===== config.mk =====
export PLATFORM = sky130hd
export DESIGN_NAME = rsr_reset_remap
export DESIGN_NICKNAME = d
export VERILOG_FILES = /design/src/rsr_pkg.sv /design/src/rsr_reset_remap.sv
export SDC_FILE = /design/constraint.sdc
export NUM_CORES = 1
export LEC_CHECK = 0
export ABC_AREA = 1
export ABC_CLOCK_PERIOD_IN_PS = 1700
export BUFFER_PORTS_ARGS = -buffer_cell sky130_fd_sc_hd__buf_2
export CORE_UTILIZATION = 38
export CTS_CLUSTER_DIAMETER = 60
export DETAILED_ROUTE_END_ITERATION = 8
export PLACE_DENSITY = 0.81
export SYNTH_ARGS = -nofsm -noshare
export SYNTH_HDL_FRONTEND = slang
export SYNTH_SLANG_ARGS = --single-unit

===== constraint.sdc =====
create_clock -name clk -period 1.7 [get_ports clk]
set_input_delay 0.255 -clock clk [delete_from_list [all_inputs] [get_ports clk]]
set_output_delay 0.255 -clock clk [all_outputs]
set_load 0.005 [all_outputs]

===== src/rsr_pkg.sv =====
// constants and types for the reset source and memory remap block
`default_nettype none

package rsr_pkg;

  // ************************************************
  // register byte addresses
  // ************************************************
  localparam logic [31:0] OFS_MIRROR  = 32'hffff0220;
  localparam logic [31:0] OFS_CAUSE   = 32'hffff0230;
  localparam logic [31:0] OFS_CLR     = 32'hffff0234;
  localparam logic [31:0] OFS_KEY1    = 32'hffff0248;
  localparam logic [31:0] OFS_CFG     = 32'hffff024c;
  localparam logic [31:0] OFS_KEY2    = 32'hffff0250;
  localparam logic [31:0] OFS_IRQ_STA = 32'hffff0260;
  localparam logic [31:0] OFS_IRQ_MSK = 32'hffff0264;

  // ************************************************
  // field positions
  // ************************************************
  localparam int MIR_REMAP       = 0;
  localparam int MIR_SRAM_SMALL  = 3;
  localparam int MIR_FLASH_SMALL = 4;
  localparam int CAUSE_POR       = 0;
  localparam int CAUSE_WDT       = 1;
  localparam int CAUSE_SW        = 2;
  localparam int CFG_GPIO        = 0;
  localparam int CFG_DAC         = 2;
  localparam int IRQ_WDT         = 0;
  localparam int IRQ_SW          = 1;
  localparam int IRQ_EXT         = 2;
  localparam int IRQ_KEYERR      = 3;
  localparam int IRQ_W           = 4;

  // ************************************************
  // values after reset, masks and codes
  // ************************************************
  localparam logic [7:0] MIRROR_RST = 8'h00;
  localparam logic [7:0] CAUSE_RST  = 8'h01;
  localparam logic [7:0] CFG_RST    = 8'h00;
  localparam logic [7:0] CAUSE_MASK = 8'h07;
  localparam logic [7:0] CFG_MASK   = 8'h05;
  localparam logic [7:0] KEY1_CODE  = 8'h76;
  localparam logic [7:0] KEY2_CODE  = 8'hb1;
  localparam logic [1:0] DBG_JTAG   = 2'h0;
  localparam logic [1:0] DBG_GPIO   = 2'h3;
  localparam logic [1:0] PIN_RST    = 2'h3;

  // ************************************************
  // timing
  // ************************************************
  localparam int CLK_NS       = 10;
  localparam int RST_HOLD_NS  = 100;
  localparam int RST_HOLD_CYC = (RST_HOLD_NS + CLK_NS - 1) / CLK_NS;
  localparam int RST_CNT_W    = 4;
  localparam logic [RST_CNT_W-1:0] RST_LOAD = RST_CNT_W'(RST_HOLD_CYC);

  // ************************************************
  // types
  // ************************************************
  typedef enum logic [1:0] {KEY_IDLE, KEY_OPEN, KEY_STAGED} rsr_key_t;

  typedef struct packed {
    logic sys;
    logic gpio;
    logic dac;
  } rsr_rst_t;

  typedef struct packed {
    logic       jtagEn;
    logic [2:0] pinGpio;
  } rsr_dbg_t;

endpackage

`default_nettype wire


===== src/rsr_reset_remap.sv =====
// reset source recording, memory remap and retention control block
`timescale 1ns/1ns
`default_nettype none

// Notes on behaviour
// - remap bit set maps SRAM at zero
// - any reset clears the remap bit
// - bit 4 reads one for small flash
// - bit 3 reads one for small SRAM
// - debug field loads 11 when strap conditions hold
// - field 00: pins are JTAG, third disables
// - field 1x: pins GPIO, use disables JTAG
// - four reset kinds, null cause means external
// - writing cause bit 2 forces software reset
// - watchdog reset sets cause bit 1
// - power-on sets cause bit 0, value 0x01
// - cause bits cleared only via clear register
// - config bit 2 keeps DAC through watchdog and software resets
// - config bit 0 keeps GPIO through watchdog and software resets
// - boot pin high at reset selects normal mode

module rsr_reset_remap #(
  parameter bit FLASH_SMALL = 1'b0,
  parameter bit SRAM_SMALL  = 1'b0
) (
  // clock and reset
  input  wire logic             clk,
  input  wire logic             rst_b,
  // avalon-mm slave
  input  wire logic [31:0]      avs_address,
  input  wire logic             avs_read,
  input  wire logic             avs_write,
  input  wire logic [31:0]      avs_writedata,
  input  wire logic [3:0]       avs_byteenable,
  output logic [31:0]           avs_readdata,
  output logic                  avs_waitrequest,
  // reset sources
  input  wire logic             wdtTimeout,
  input  wire logic             extRstPin_b,
  // boot straps
  input  wire logic             bootModePin,
  input  wire logic             flashCfgBlank,
  // shared debug pins
  input  wire logic [2:0]       gpioUse,
  output var rsr_pkg::rsr_dbg_t dbgPins,
  // system side
  output logic                  remapSram,
  output logic                  normalBoot,
  output var rsr_pkg::rsr_rst_t rstOut,
  output logic                  gpioRetain,
  output logic                  dacRetain,
  output logic                  irq
);

  // ************************************************
  // declarations
  // ************************************************
  logic                            ackQ;
  logic                            wrAcc;
  logic                            rdReq;
  logic [7:0]                      wb;
  logic                            hitMir;
  logic                            hitCause;
  logic                            hitClr;
  logic                            hitKey1;
  logic                            hitCfg;
  logic                            hitKey2;
  logic                            hitIrqSta;
  logic                            hitIrqMsk;
  logic [31:0]                     readdata_q;
  logic [31:0]                     readdata_d;
  logic [1:0]                      pinIn;
  logic [1:0]                      pinLvl;
  logic [1:0]                      pinFall;
  logic                            extEvt;
  logic                            swEvt;
  logic                            anyEvt;
  logic [rsr_pkg::RST_CNT_W-1:0]   rstCnt_q;
  logic                            resetting;
  logic                            bootEnd;
  logic                            keepGpio_q;
  logic                            keepDac_q;
  logic                            remap_q;
  logic [1:0]                      dbgCfg_q;
  logic                            normalBoot_q;
  logic                            jtagLost_q;
  rsr_pkg::rsr_dbg_t               dbgPins_q;
  logic [7:0]                      cause_q;
  logic [7:0]                      causeSet;
  logic [7:0]                      causeClr;
  logic [7:0]                      cfg_q;
  logic [7:0]                      staged_q;
  rsr_pkg::rsr_key_t               keyState_q;
  logic                            keyWr;
  logic                            keyErr;
  logic                            commit;
  logic [rsr_pkg::IRQ_W-1:0]       irqSta_q;
  logic [rsr_pkg::IRQ_W-1:0]       irqMsk_q;
  logic [rsr_pkg::IRQ_W-1:0]       irqEvt;

  // ************************************************
  // avalon slave: one wait state on every access
  // ************************************************
  assign avs_waitrequest = (avs_read | avs_write) & ~ackQ;
  assign wrAcc = avs_write & ackQ & avs_byteenable[0];
  assign rdReq = avs_read & ~ackQ;
  assign wb = avs_writedata[7:0];

  assign hitMir    = avs_address == rsr_pkg::OFS_MIRROR;
  assign hitCause  = avs_address == rsr_pkg::OFS_CAUSE;
  assign hitClr    = avs_address == rsr_pkg::OFS_CLR;
  assign hitKey1   = avs_address == rsr_pkg::OFS_KEY1;
  assign hitCfg    = avs_address == rsr_pkg::OFS_CFG;
  assign hitKey2   = avs_address == rsr_pkg::OFS_KEY2;
  assign hitIrqSta = avs_address == rsr_pkg::OFS_IRQ_STA;
  assign hitIrqMsk = avs_address == rsr_pkg::OFS_IRQ_MSK;

  always_ff @(posedge clk) begin
    if (!rst_b) begin
      ackQ <= 1'b0;
    end else begin
      ackQ <= (avs_read | avs_write) & ~ackQ;
    end
  end

  // read data is captured in the wait cycle so it stands steady at the answer
  always_comb begin
    readdata_d = '0;
    if (hitMir) begin
      readdata_d[rsr_pkg::MIR_REMAP] = remap_q;
      readdata_d[2:1] = dbgCfg_q;
      readdata_d[rsr_pkg::MIR_SRAM_SMALL] = SRAM_SMALL;
      readdata_d[rsr_pkg::MIR_FLASH_SMALL] = FLASH_SMALL;
    end else if (hitCause) begin
      readdata_d[7:0] = cause_q;
    end else if (hitCfg) begin
      readdata_d[7:0] = cfg_q;
    end else if (hitIrqSta) begin
      readdata_d[rsr_pkg::IRQ_W-1:0] = irqSta_q;
    end else if (hitIrqMsk) begin
      readdata_d[rsr_pkg::IRQ_W-1:0] = irqMsk_q;
    end
  end

  always_ff @(posedge clk) begin
    if (!rst_b) begin
      readdata_q <= '0;
    end else if (rdReq) begin
      readdata_q <= readdata_d;
    end
  end

  assign avs_readdata = readdata_q;

  // ************************************************
  // pin synchronisers with agreement filter
  // ************************************************
  assign pinIn = {bootModePin, extRstPin_b};

  for (genvar i = 0; i < 2; i++) begin : g_pin
    logic [2:0] sh;
    logic       lvl;
    always_ff @(posedge clk) begin
      if (!rst_b) begin
        sh  <= 3'h7;
        lvl <= rsr_pkg::PIN_RST[i];
      end else begin
        sh <= {sh[1:0], pinIn[i]};
        if (sh[2] == sh[1]) begin
          lvl <= sh[2];
        end
      end
    end
    assign pinLvl[i] = lvl;
    assign pinFall[i] = (sh[2] == sh[1]) & ~sh[2] & lvl;
  end

  // ************************************************
  // reset sequencing
  // ************************************************
  assign extEvt = pinFall[0];
  assign swEvt = wrAcc & hitCause & wb[rsr_pkg::CAUSE_SW];
  assign anyEvt = wdtTimeout | swEvt | extEvt;
  assign resetting = rstCnt_q != '0;
  assign bootEnd = rstCnt_q == rsr_pkg::RST_CNT_W'(1);

  // power-on also runs one full sequence so the straps get sampled at its end
  always_ff @(posedge clk) begin
    if (!rst_b) begin
      rstCnt_q <= rsr_pkg::RST_LOAD;
    end else if (anyEvt) begin
      rstCnt_q <= rsr_pkg::RST_LOAD;
    end else if (resetting) begin
      rstCnt_q <= rstCnt_q - rsr_pkg::RST_CNT_W'(1);
    end
  end

  // external reset never retains, whatever the configuration says
  always_ff @(posedge clk) begin
    if (!rst_b) begin
      keepGpio_q <= 1'b0;
      keepDac_q  <= 1'b0;
    end else if (anyEvt) begin
      keepGpio_q <= cfg_q[rsr_pkg::CFG_GPIO] & ~extEvt;
      keepDac_q  <= cfg_q[rsr_pkg::CFG_DAC] & ~extEvt;
    end
  end

  assign rstOut.sys  = resetting;
  assign rstOut.gpio = resetting & ~keepGpio_q;
  assign rstOut.dac  = resetting & ~keepDac_q;
  assign gpioRetain  = cfg_q[rsr_pkg::CFG_GPIO];
  assign dacRetain   = cfg_q[rsr_pkg::CFG_DAC];

  // ************************************************
  // memory remap and boot straps
  // ************************************************
  always_ff @(posedge clk) begin
    if (!rst_b) begin
      remap_q <= rsr_pkg::MIRROR_RST[rsr_pkg::MIR_REMAP];
    end else if (resetting || anyEvt) begin
      remap_q <= 1'b0;
    end else if (wrAcc && hitMir) begin
      remap_q <= wb[rsr_pkg::MIR_REMAP];
    end
  end

  assign remapSram = remap_q;

  always_ff @(posedge clk) begin
    if (!rst_b) begin
      dbgCfg_q     <= rsr_pkg::MIRROR_RST[2:1];
      normalBoot_q <= 1'b1;
    end else if (bootEnd) begin
      dbgCfg_q <= (!pinLvl[1] && !flashCfgBlank) ? rsr_pkg::DBG_GPIO
                                                 : rsr_pkg::DBG_JTAG;
      normalBoot_q <= pinLvl[1];
    end
  end

  assign normalBoot = normalBoot_q;

  // ************************************************
  // shared debug pins
  // ************************************************
  // losing jtag is sticky until the next reset; a probe cannot win it back
  always_ff @(posedge clk) begin
    if (!rst_b) begin
      jtagLost_q <= 1'b0;
    end else if (resetting) begin
      jtagLost_q <= 1'b0;
    end else if (dbgCfg_q[1] ? |gpioUse : gpioUse[2]) begin
      jtagLost_q <= 1'b1;
    end
  end

  always_ff @(posedge clk) begin
    if (!rst_b) begin
      dbgPins_q <= '0;
    end else begin
      dbgPins_q.jtagEn <= ~jtagLost_q;
      if (dbgCfg_q[1]) begin
        dbgPins_q.pinGpio <= 3'h7;
      end else begin
        dbgPins_q.pinGpio <= {gpioUse[2], 2'h0};
      end
    end
  end

  assign dbgPins = dbgPins_q;

  // ************************************************
  // reset cause register
  // ************************************************
  always_comb begin
    causeSet = '0;
    causeSet[rsr_pkg::CAUSE_WDT] = wdtTimeout;
    causeSet[rsr_pkg::CAUSE_SW] = swEvt;
    causeClr = (wrAcc && hitClr) ? (wb & rsr_pkg::CAUSE_MASK) : 8'h00;
  end

  // a new cause wins over a clear in the same cycle
  always_ff @(posedge clk) begin
    if (!rst_b) begin
      cause_q <= rsr_pkg::CAUSE_RST;
    end else begin
      cause_q <= (cause_q & ~causeClr) | causeSet;
    end
  end

  // ************************************************
  // keyed retention configuration
  // ************************************************
  assign keyWr = wrAcc & (hitKey1 | hitCfg | hitKey2);

  always_comb begin
    keyErr = 1'b0;
    commit = 1'b0;
    unique case (keyState_q)
      rsr_pkg::KEY_IDLE:
        keyErr = keyWr & ~(hitKey1 & (wb == rsr_pkg::KEY1_CODE));
      rsr_pkg::KEY_OPEN:
        keyErr = keyWr & ~hitCfg;
      rsr_pkg::KEY_STAGED: begin
        commit = keyWr & hitKey2 & (wb == rsr_pkg::KEY2_CODE);
        keyErr = keyWr & ~commit;
      end
      default: keyErr = keyWr;
    endcase
  end

  always_ff @(posedge clk) begin
    if (!rst_b) begin
      keyState_q <= rsr_pkg::KEY_IDLE;
      staged_q   <= rsr_pkg::CFG_RST;
    end else if (anyEvt || keyErr || commit) begin
      keyState_q <= rsr_pkg::KEY_IDLE;
    end else if (keyWr && keyState_q == rsr_pkg::KEY_IDLE) begin
      keyState_q <= rsr_pkg::KEY_OPEN;
    end else if (keyWr && keyState_q == rsr_pkg::KEY_OPEN) begin
      keyState_q <= rsr_pkg::KEY_STAGED;
      staged_q   <= wb;
    end
  end

  // reserved bits are forced low in case software breaks the convention
  always_ff @(posedge clk) begin
    if (!rst_b) begin
      cfg_q <= rsr_pkg::CFG_RST;
    end else if (extEvt) begin
      cfg_q <= rsr_pkg::CFG_RST;
    end else if (commit) begin
      cfg_q <= staged_q & rsr_pkg::CFG_MASK;
    end
  end

  // ************************************************
  // interrupt status and mask
  // ************************************************
  always_comb begin
    irqEvt = '0;
    irqEvt[rsr_pkg::IRQ_WDT] = wdtTimeout;
    irqEvt[rsr_pkg::IRQ_SW] = swEvt;
    irqEvt[rsr_pkg::IRQ_EXT] = extEvt;
    irqEvt[rsr_pkg::IRQ_KEYERR] = keyErr;
  end

  always_ff @(posedge clk) begin
    if (!rst_b) begin
      irqSta_q <= '0;
    end else if (wrAcc && hitIrqSta) begin
      irqSta_q <= (irqSta_q & ~wb[rsr_pkg::IRQ_W-1:0]) | irqEvt;
    end else begin
      irqSta_q <= irqSta_q | irqEvt;
    end
  end

  always_ff @(posedge clk) begin
    if (!rst_b) begin
      irqMsk_q <= '0;
    end else if (wrAcc && hitIrqMsk) begin
      irqMsk_q <= wb[rsr_pkg::IRQ_W-1:0];
    end
  end

  assign irq = |(irqSta_q & irqMsk_q);
endmodule // rsr_reset_remap

`default_nettype wire


==> results by group, run 1 <==
Critical path
  – Worst endpoint data arrival time: between 1.5 and 2 ns
  – Max incr delay on CP: roughly 0.34 ns
  – Cells along the critical path: inv_2 > ha_4 > inv_4 > nand2_4 > nor4_4 > nand3_1 > nand2_1 > nand2_1 > nand2_2 > nand3_4 > nand2_1 > nand2_1 > nor2_1
  – Worst R2R Setup Slack: about 0.095 ns
  – Delay-heaviest family, CP: simple AND/OR/NAND/NOR gates
  – Crit-path slowest cell: dfxtp_2
  – Critical path startpoint category: flip-flop
  – CP required: just under 2 ns
  – Critical Path Most Common Cell: nand2_1
  – Crit Path Max Fanout: 4
  – Setup CP Type: flip-flop to flip-flop
  – CP Buf/Inv Count: 2
  – Endpoint type of the worst setup path: flip-flop

Pwr
  – Comb power frac: 0.116
  – PD cells: about 650 nW/um^2
  – Peak VDD IR: 0.4643 mV
  – Switching power: a little over 500 uW
  – Leak pwr: 0.001601 uW
  – Seq pwr share: 0.493
  – Clock share of power: 0.391
  – Sw Share: 0.2392
  – Power Internal: around 1600 uW

Final layout
  – Ant. Diodes: 0
  – Area growth syn-to-layout: 27.26%
  – Filler instances: around 630
  – Multi-input gate area: approximately 1400 um^2
  – Share of cells above drive strength 1: 0.2988
  – Final nets: ~570
  – Reg area: 864.6 um^2

Yosys
  – Mapped Cells: between 300 and 400
  – EDFF count, synth: 0
  – Yosys reg bits: 43
  – Syn Std Cell Area: about 2600 um^2
  – Seq/Total Area, Yosys: 0.3373
  – Synth async-reset ratio: 0
  – Average instance area after synthesis: ~6.6 um^2
  – Synth area leaders: dfxtp_1 34%, nand2_1 12%, buf_4 8.8%
  – Count leader, synth: nand2_1
  – Synth cell count leaders: 81 x nand2_1, 58 x nor2_1, 57 x inv_1, 43 x dfxtp_1, 30 x buf_4
  – Dominant synthesized flop cell: dfxtp_1
  – YS warnings: 0
  – Post-synth top area share: 0.3373
  – Dominant cell type by area after synthesis: dfxtp_1
  – Netlist cell types: 29

Clock tree
  – Num CTS Buffers: 5
  – TritonCTS clock tree: built
  – CTS Hold Buffers Added: 0
  – Num Clock Sinks: 43
  – CTS clock-pin slew for the worst setup and hold paths: 0.08 ns
  – H-tree levels: 2
  – Clk buf depth: 2
  – Clk_lat worst skew: roughly 0.29 ns
  – CTS root buf: clkbuf_8

Global routing
  – Vias in the first global route: around 2500
  – Initial antenna violation count: 0
  – First-pass GRT wire length: approximately 10000 um
  – Largest net degree at the start of global routing: 15
  – Tot GR Track Use: 0.1781
  – Grt total ovfl: 0

Routing
  – WL met1: ~2500 um
  – Top Layer Used: met4
  – Met2 routed WL: 3204 um
  – Routed wire per std cell: approximately 11 um
  – Via count: 2602
  – Routed WL: 6055 um
  – Vias per cell: approximately 4.7
  – DRC viols: 14
  – First-pass DRT Iterations: 6
  – 1st-iter DRT viols: 148
  – WL met3: between 200 and 300 um
  – Post-route antenna net violation count: 0

Floorplanning
  – Std cell rows: 29
  – Initial core utilization: 0.3974
  – Die area: slightly above 7000 um^2
  – I/O pin total: 124
  – Core area: around 6400 um^2
  – Chip width: ~84 um
  – Die H: 83.96 um

STA
  – Worst Skew: 0.004589 ns
  – Min Hold Slack: around 0.14 ns
  – F_max: 0.6232 GHz
  – Final period util: 0.9439
  – Fin crit period: 1.605 ns
  – Fin. max-slew vios: 0
  – Setup violators final: 0
  – RSZ-0062 raised after global routing: true
  – Setup ws final: 0.09538 ns
  – Hold Fails Final Rpt: 0

Outcome
  – Failing checks: DRC
  – Status: finished, violations left

Placement
  – I/O Buffers: between 60 and 70
  – HPWL after DPL: about 4800 um
  – GPL Wtd Cong: ~0.87
  – Pre-CTS setup slack: -0.07801 ns

Flow run
  – Max-Cap Viols: 0

Hold path
  – Worst hold path type: primary input to flip-flop
-- flip-flops by register name, summed over array words and instances (netlist names) --
| signal | flops |
|---|---|
| keyState_q | 2 |
| ackQ | 1 |
| g_pin.lvl | 2 |
| staged_q | 2 |
| normalBoot | 1 |
| keepDac_q | 1 |
| dbgPins | 3 |
| cfg_q | 2 |
| remapSram | 1 |
| avs_readdata | 4 |
| irqMsk_q | 4 |
| keepGpio_q | 1 |
| g_pin.sh | 6 |
| irqSta_q | 4 |
| dbgCfg_q | 1 |
| jtagLost_q | 1 |
| rstCnt_q | 4 |
| cause_q | 3 |
-- metrics by stage --
stage / cell area [um^2] / std cells / TNS, ns / utilization / power, uW
floorplan: 2654 / 411 / 0 / - / 1223
global placement: 3028 / 548 / -0.02292 / 0.4715 / 1289
detailed placement: 3028 / 548 / -0.2766 / 0.4715 / 1297
CTS: 3188 / 557 / -0.006833 / 0.4964 / 2109
global route: 3248 / 559 / -0.05789 / 0.5057 / 2201
finish: 3248 / 559 / 0 / 0.5057 / 2113
-- path summary, 6_finish.rpt --
check                                           startpoint                        end  depth (start not counted)
worst max-delay path            keyState_q[1]$_SDFFE_PP0P_   staged_q[2]$_SDFFE_PN0P_                         13
worst min-delay path                           extRstPin_b  g_pin[0].sh[0]$_SDFF_PN1_                          2
worst max register to register  keyState_q[1]$_SDFFE_PP0P_   staged_q[2]$_SDFFE_PN0P_                         13
worst min register to register     jtagLost_q$_SDFFE_PP0P_      dbgPins[3]$_SDFF_PN0_                          1
-- repair_timing --
item,in CTS,in global routing
resized for setup,11,13
buffers inserted,1,2
hold endpoints to repair,0,0
setup endpoints to repair,6,12
pin swaps,8,8
-- cell type report --
cell class	instances	share of cell area
multi-input cells	276	0.4283
flip-flops and latches	43	0.2662
repair buffers	97	0.1718
inverters	58	0.06780
well taps	77	0.02966
clock buffers	6	0.02542
clock inverters	2	0.01079
-- kinds of logic (layout without fill, tap and decap cells) --
| logic type | Yosys count | count (layout) | synth area share |
|---|---|---|---|
| compound gates | 50 | 50 | 0.1103 |
| xor+xnor | 1 | 1 | 0.003432 |
| fa+ha+maj | 7 | 7 | 0.03431 |
| simple gates | 190 | 190 | 0.3270 |
| other cells | 1 | 28 | 0.001469 |
| buf+inv | 92 | 163 | 0.1863 |
| flops | 43 | 43 | 0.3373 |
-- metal layers --
| metal | vias to the layer above | track usage |
|---|---|---|
| li1 | 1348 | - |
| met1 | 1164 | 0.1984 |
| met2 | 82 | 0.3435 |
| met3 | 8 | 0.03066 |
| met4 | 0 | 0.04859 |
| met5 | - | 0 |
-- power by group through the flow --
stage                     sequential (uW)  clock (uW)  combinational (uW)
final                                1040         827                 245
after global routing                 1040         879                 278
after CTS                            1040         830                 238
after detailed placement             1060           0                 233
after global placement               1060           0                 226
after floorplan                      1060           0                 162
-- worst reg2reg max path, delay by kind of cell, from the launching register on --
kind                     cells  cell delay [ns]
adder cells (fa/ha/maj)      1             0.23
buffers and inverters        2             0.11
flip-flops                   1             0.34
AND/OR/NAND/NOR             10             0.85
-- layout by cell type (no fill, tap or decap), types with 3 or more instances in the layout --
cell,count
a211oi_1,6
a21oi_1,20
buf_2,68
buf_4,29
clkbuf_8,6
conb_1,28
dfxtp_1,40
dfxtp_2,3
ha_1,5
inv_1,53
inv_2,4
nand2_1,78
nand2_2,6
nand3_1,15
nand4_1,8
nor2_1,54
nor2_2,8
nor3_1,5
o21ai_0,15
o22ai_1,4
or2_2,5
(Power assumes the default switching activity.)
==> inputs of run 2 (changes only) <==
- ABC_CLOCK_PERIOD_IN_PS: 1700 -> 1890
- PLACE_DENSITY: 0.81 -> 0.78
- clock period: 1.7 -> 1.89 ns (I/O delays scaled with it)
==> run 2 against run 1 <==
- the flow still finishes with violations (DRC)
- routed wire length fell by 8.4%
- power fell by 12%
- sequential cell count did not move
- cell count fell by 3.8%
- via count fell by 4.4%
- critical path depth fell by 1
- critical endpoint is now staged_q[0]$_SDFFE_PN0P_
- largest cell class unchanged
==> results by group, run 2 (synthesis results as in run 1) <==
Critical path
  – Worst endpoint data arrival time: 1.93 ns (+0.09 ns)
  – Crit Path Max Fanout: 4 (unchanged)
  – Reg2Reg Depth: 12 (-1)
  – Reg2Reg Launch Point: keyState_q[1]$_SDFFE_PP0P_
  – Endpoint type of the worst setup path: flip-flop
  – CP Buf/Inv Count: 2 (unchanged)
  – Delay-heaviest family, CP: simple AND/OR/NAND/NOR gates
  – Crit-path slowest cell: dfxtp_1
  – Setup CP Type: flip-flop to flip-flop
  – Critical Path Most Common Cell: nand2_1
  – Cells along the critical path: inv_1 > ha_1 > inv_1 > nand2_1 > nor4_2 > nand3_1 > nand2_1 > nand2_1 > nand2_2 > nand3_2 > nor2_1 > nor2_2
  – Worst R2R End: staged_q[0]$_SDFFE_PN0P_
  – Critical path startpoint category: flip-flop
  – Worst R2R Setup Slack: 0.15 ns (+0.05 ns)
  – Crit. Startpoint: keyState_q[1]$_SDFFE_PP0P_
  – Max incr delay on CP: 0.36 ns (+0.02 ns)
  – CP required: 2.08 ns (+0.15 ns)

Placement
  – HPWL after DPL: 4476 um (-7.2%)
  – GPL Wtd Cong: 0.8905 (+2.3%)
  – DP Area: 2893 um^2 (-4.5%)
  – I/O Buffers: 68 (unchanged)

Floorplanning
  – Core area: 6422 um^2 (unchanged)
  – Chip width: 83.96 um (unchanged)
  – Initial core utilization: 0.3974 (unchanged)
  – Die H: 83.96 um (unchanged)
  – I/O pin total: 124 (unchanged)
  – Std cell rows: 29 (unchanged)
  – Die area: 7048 um^2 (unchanged)

STA
  – Fin. max-slew vios: 0 (unchanged)
  – F_max: 0.5735 GHz (-8.0%)
  – RSZ-0062 raised after global routing: false
  – Hold Fails Final Rpt: 0 (unchanged)
  – Fin crit period: 1.744 ns (+0.1389 ns)
  – Setup TNS: 0 ns (unchanged)
  – Final period util: 0.9225 (-0.02138)
  – Setup violators final: 0 (unchanged)
  – Worst Skew: 0.002748 ns (-0.001840 ns)

Clock tree
  – CTS root buf: clkbuf_8
  – CTS Hold Buffers Added: 0 (unchanged)
  – CTS clock-pin slew for the worst setup and hold paths: 0.08 ns (about the same)
  – Num CTS Buffers: 5 (unchanged)
  – Num Clock Sinks: 43 (unchanged)
  – Clk_lat worst skew: 0.29 ns (about the same)
  – TritonCTS clock tree: built
  – Clk buf depth: 2 (unchanged)
  – Setup Fix Bufs, Post-CTS: 0 (-1)
  – H-tree levels: 2 (unchanged)

Final layout
  – Ant. Diodes: 0 (unchanged)
  – Final Cell Area: 3023 um^2 (-6.9%)
  – Filler instances: 661 (+4.6%)
  – Max reg flops: 6 (unchanged)
  – Final nets: 546 (-3.7%)
  – Reg with most FFs: g_pin.sh
  – Most frequent cells in the layout: 80 x nand2_1, 68 x buf_2, 57 x inv_1, 57 x nor2_1, 42 x dfxtp_1
  – Commonest non-fill, non-tap cell in the layout: nand2_1
  – Area growth syn-to-layout: 18.43%
  – Share of cells above drive strength 1: 0.2343 (-0.06448)

Outcome
  – Failing checks: DRC
  – Status: finished, violations left

Routing
  – Via count: 2487 (-4.4%)
  – Routed WL: 5548 um (-8.4%)
  – Vias per cell: 4.623 (-0.69%)
  – 1st-iter DRT viols: 183 (+24%)
  – DRC viols: 20 (+6)
  – Routed wire per std cell: 10.31 um (-4.8%)
  – First-pass DRT Iterations: 7 (+1)
  – Post-route antenna net violation count: 0 (unchanged)

Hold path
  – Worst Hold Depth: 2 (unchanged)
  – HP Start: extRstPin_b
  – Hold worst-path end: g_pin[0].sh[0]$_SDFF_PN1_
  – Worst hold path type: primary input to flip-flop

Global routing
  – Tot GR Track Use: 0.1614 (-0.01672)
  – Vias in the first global route: 2321 (-6.0%)
  – Largest net degree at the start of global routing: 22 (+7)
  – Grt total ovfl: 0 (unchanged)
  – First-pass GRT wire length: 9397 um (-8.5%)
  – Initial antenna violation count: 0 (unchanged)

Flow run
  – Max-Cap Viols: 0 (unchanged)

Pwr
  – PD cells: 615.7 nW/um^2 (-5.4%)
  – Peak VDD IR: 0.3392 mV (-27%)
  – Leak pwr: 0.001494 uW (-6.7%)
==> run 2: cell types whose count changed in the layout (fill, tap and decap cells not counted), moves of 2 or more <==
cell     change
buf_4       -21
inv_1        +4
inv_2        -3
nor2_1       +3
dfxtp_1      +2
dfxtp_2      -2
ha_1         +2
nand2_1      +2
nor2_2       -2
==> run 2: worst max-delay path by stage <==
stage | to | depth (start not counted) | slack [ns]
floorplan | staged_q[0]$_SDFFE_PN0P_ | 12 | 0.23
global placement | staged_q[0]$_SDFFE_PN0P_ | 12 | 0.10
detailed placement | staged_q[0]$_SDFFE_PN0P_ | 12 | 0.07
CTS | staged_q[0]$_SDFFE_PN0P_ | 12 | 0.05
global route | staged_q[2]$_SDFFE_PN0P_ | 13 | 0.006
finish | staged_q[0]$_SDFFE_PN0P_ | 12 | 0.15
==> run 2: metrics by stage <==
| step | hold WS (ns) | total power [uW] | setup WS, ns | instances | utilization |
|---|---|---|---|---|---|
| 3_3_place_gp | 0.3957 | 1147 | 0.1028 | 530 | 0.4504 |
| 2_1_floorplan | 0.3901 | 1100 | 0.2347 | 411 | - |
| 4_1_cts | 0.1675 | 1884 | 0.05083 | 538 | 0.4687 |
| 5_1_grt | 0.1733 | 1956 | 0.005736 | 538 | 0.4707 |
| 6_report | 0.1760 | 1861 | 0.1465 | 538 | 0.4707 |
| 3_5_place_dp | 0.4012 | 1153 | 0.06840 | 530 | 0.4504 |
==> run 2: per-layer routing <==
layer | vias to the layer above | part of all wire | wire, um | global-route usage
li1 | 1308 | - | - | -
met1 | 1094 | 0.45 | 2507 | 0.1926
met5 | - | 0 | 0 | 0
met4 | 0 | 0.0087 | 48 | 0.05956
met3 | 4 | 0.044 | 243 | 0.02868
met2 | 81 | 0.50 | 2749 | 0.2876
==> run 2: layout make-up <==
type | count | area, um^2 | share of cell area
Multi-Input combinational cell | 276 | 1329 | 0.4396
Sequential cell | 43 | 862.1 | 0.2852
Timing Repair Buffer | 76 | 400.4 | 0.1325
Inverter | 58 | 217.7 | 0.07202
Tap cell | 77 | 96.34 | 0.03187
Clock buffer | 6 | 82.58 | 0.02732
Clock inverter | 2 | 35.03 | 0.01159
==> run 2: timing repair <==
action,4_1_cts,5_1_grt
resized for setup,0,4
endpoints found under the hold margin,0,0
setup endpoints to repair,0,5
==> run 2: report_power, final <==
group / internal, uW / switching (uW) / total, uW
registers: 925 / 10.5 / 935
clock network: 427 / 299 / 726
logic: 80.5 / 119 / 199
total: 1430 / 428 / 1860
==> inputs of run 3 (changes only) <==
- ABC_AREA: 1 -> unset
- PLACE_DENSITY: 0.78 -> 0.79
==> run 3 against run 2 <==
- clock power down 20%
- non-clock buffer count grew 31
- first-iteration DRC count decreased by 40%
- power shrank 6.8%
- critical path depth shrank 3
- utilization up 6.1 points
- critical path type is now primary input to flip-flop
- combinational power up 12%
- clock skew increased by 0.0028 ns
- the flow finishes with violations (setup timing)
- cell count down 13%
- largest cell class unchanged
- register-to-register slack worse by 0.14 ns
- routed wire length is 18% higher
==> results by group, run 3 <==
Yosys
  – Yosys reg bits: 43 (unchanged)
  – Synth Area in Compound Gates: 0.1270 (+0.01668)
  – Average instance area after synthesis: 8.333 um^2 (+25%)
  – Count leader, synth: dfxtp_1
  – Combinational family with the most area after synthesis: simple AND/OR/NAND/NOR gates
  – Synth area leaders: dfxtp_1 36%, buf_4 9.5%, mux2i_1 5.1%
  – Dominant synthesized flop cell: dfxtp_1
  – Post-Synth Adder-Cell Area: 0.03688 (+0.002567)
  – Post-Synth XOR/XNOR Area: 0.003688 (+0.0002567)
  – Post-synth top area share: 0.3625 (+0.02523)
  – YS warnings: 0 (unchanged)
  – Synth async-reset ratio: 0 (unchanged)
  – Mux cell area share after synthesis: 0.06006 (+0.06006)
  – Dominant cell type by area after synthesis: dfxtp_1
  – Synth cell count leaders: 43 x dfxtp_1, 30 x buf_4, 28 x nor2_1, 27 x nand2_1
  – Mapped Cells: 285 (-26%)
  – Syn Std Cell Area: 2375 um^2 (-7.0%)
  – EDFF count, synth: 0 (unchanged)
  – Simple-gate share of the synthesized area: 0.2782 (-0.04877)
  – Netlist cell types: 51 (+76%)
  – Seq/Total Area, Yosys: 0.3625 (+0.02523)

Critical path
  – CP required: 2.08 ns (about the same)
  – Endpoint type of the worst setup path: flip-flop
  – Reg2Reg Launch Point: keyState_q[1]$_SDFFE_PP0P_
  – Crit. Startpoint: avs_address[8]
  – Worst endpoint data arrival time: 2.43 ns (+0.50 ns)
  – Worst R2R Setup Slack: 0.01 ns (-0.14 ns)
  – Worst R2R End: staged_q[2]$_SDFFE_PN0P_
  – Reg2Reg Depth: 7 (-5)
  – Critical path startpoint category: primary input
  – Critical path capture point: irqMsk_q[3]$_SDFFE_PN0P_
  – Setup CP Type: primary input to flip-flop
  – Crit Path Max Fanout: 4 (unchanged)

Global routing
  – Tot GR Track Use: 0.2065 (+0.04507)
  – Met3 usage: 0.06629 (+0.03761)
  – GR Util met1: 0.2344 (+0.04188)
  – Grt total ovfl: 0 (unchanged)
  – Initial antenna violation count: 0 (unchanged)
  – First-pass GRT wire length: 10230 um (+8.9%)
  – Grt peak-use layer: met2
  – Largest net degree at the start of global routing: 16 (-27%)
  – Vias in the first global route: 2218 (-4.4%)
  – Met2 Use GR: 0.3504 (+0.06279)

Clock tree
  – H-tree levels: 2 (unchanged)
  – CTS root buf: clkbuf_8
  – Num CTS Buffers: 5 (unchanged)
  – Num Clock Sinks: 43 (unchanged)
  – Clk_lat worst skew: 0.30 ns (about the same)
  – Clk buf depth: 2 (unchanged)
  – CTS Hold Buffers Added: 0 (unchanged)
  – TritonCTS clock tree: built
  – CTS clock-pin slew for the worst setup and hold paths: 0.08 ns (about the same)

Routing
  – Routed wire per std cell: 14.03 um (+36%)
  – Routed WL: 6536 um (+18%)
  – 1st-iter DRT viols: 109 (-40%)
  – First-pass DRT Iterations: 4 (-3)
  – Via count: 2373 (-4.6%)
  – DRC viols: 0 (-100%)
  – Post-route antenna net violation count: 0 (unchanged)
  – Vias per cell: 5.092 (+10%)

Floorplanning
  – Die area: 6570 um^2 (-6.8%)
  – I/O pin total: 124 (unchanged)
  – Die H: 81.06 um (-3.5%)
  – Initial core utilization: 0.3964 (-0.001021)
  – Chip width: 81.06 um (-3.5%)
  – Core area: 5991 um^2 (-6.7%)
  – Std cell rows: 28 (-3.4%)

Final layout
  – Ant. Diodes: 0 (unchanged)
  – Final nets: 476 (-13%)
  – Reg with most FFs: g_pin.sh
  – Final Cell Area: 3184 um^2 (+5.3%)
  – Max reg flops: 6 (unchanged)
  – Area growth syn-to-layout: 34.09%
  – Multi-input gate area: 1438 um^2 (+8.2%)
  – Reg area: 860.8 um^2 (-0.15%)
  – Filler instances: 567 (-14%)
  – Commonest non-fill, non-tap cell in the layout: buf_2
  – Share of cells above drive strength 1: 0.3632 (+0.1289)
  – Most frequent cells in the layout: 67 x buf_2, 43 x dfxtp_1, 37 x buf_4, 28 x conb_1, 27 x nand2_1

STA
  – Setup ws final: -0.3562 ns (-0.5026 ns)
  – Fin. max-slew vios: 0 (unchanged)
  – F_max: 0.4452 GHz (-22%)
  – Setup TNS: -4.003 ns (-4.003 ns)
  – Setup violators final: 22 (+22)
  – Fin crit period: 2.246 ns (+0.5026 ns)
  – RSZ-0062 raised after global routing: true
  – Worst Skew: 0.005566 ns (+0.002817 ns)
  – Final period util: 1.188 (+0.2660)
  – Hold Fails Final Rpt: 0 (unchanged)

Pwr
  – PD cells: 544.9 nW/um^2 (-11%)
  – Peak VDD IR: 0.4798 mV (+41%)
  – Pwr Total: 1735 uW (-6.8%)
  – Leak pwr: 0.001419 uW (-5.0%)

Placement
  – DP Area: 2923 um^2 (+1.0%)
  – HPWL after DPL: 4957 um (+11%)
  – GPL Wtd Cong: 0.8897 (about the same)
  – Pre-CTS setup slack: -0.7565 ns (-0.8249 ns)
  – I/O Buffers: 68 (unchanged)

Hold path
  – HP Start: bootModePin
  – Worst Hold Depth: 2 (unchanged)
  – Worst hold path type: primary input to flip-flop

Outcome
  – Failing checks: setup timing
  – Status: finished, violations left

Flow run
  – Max-Cap Viols: 0 (unchanged)
[run 3: worst max-delay path, stage by stage]
cell and delay [ns]:
buf_6 0.09, or4b_1 0.51, or4_4 0.43, buf_4 0.18
nor3_2 0.17, buf_4 0.17, and3_4 0.24, mux2i_2 0.27
nor2_1 0.09
[run 3: layout make-up]
class / instances / area share
clock buffer: 6 / 0.02279
clock inverter: 2 / 0.003929
inverter: 16 / 0.01886
multi-input combinational: 217 / 0.4515
sequential: 43 / 0.2703
tap: 75 / 0.02947
timing repair buffer: 107 / 0.2031
[run 3: timing repair]
action,4_1_cts,5_1_grt
setup buffers,4,1
pin swaps,10,6
setup endpoints to repair,24,27
gates resized for setup,23,14
[run 3: logic make-up after synthesis]
group                      Yosys count
and+or+nand+nor                    124
DFF                                 43
AOI/OAI and AO/OA                   43
buffers and inverters               52
adders and majority gates            7
xor gates and xnor gates             1
other                                1
muxes                               14
[run 3: where the power goes]
group | leakage (uW) | internal (uW) | switching [uW] | total [uW]
Combinational | 0.00103 | 103 | 119 | 222
Clock | 0.0000412 | 258 | 322 | 581
Sequential | 0.000350 | 923 | 9.36 | 932
[run 3: through the flow]
step	hold slack, ns	instances	util
floorplan	0.3850	312	-
finish	0.1533	466	0.5315
CTS	0.1465	465	0.5213
detailed placement	0.3909	453	0.4879
global placement	0.3881	453	0.4879
global route	0.1520	466	0.5315
[run 3: worst min path at each step]
stage	to
final	g_pin[1].sh[0]$_SDFF_PN1_
after global routing	g_pin[1].sh[0]$_SDFF_PN1_
after CTS	g_pin[1].sh[0]$_SDFF_PN1_
after detailed placement	g_pin[1].sh[1]$_SDFF_PN1_
after global placement	g_pin[1].sh[1]$_SDFF_PN1_
after floorplan	g_pin[0].sh[0]$_SDFF_PN1_
[run 3: per-layer routing]
metal,vias up,part of all wire
met2,110,0.48
met3,22,0.092
met1,1070,0.40
met5,-,0
li1,1171,-
met4,0,0.029
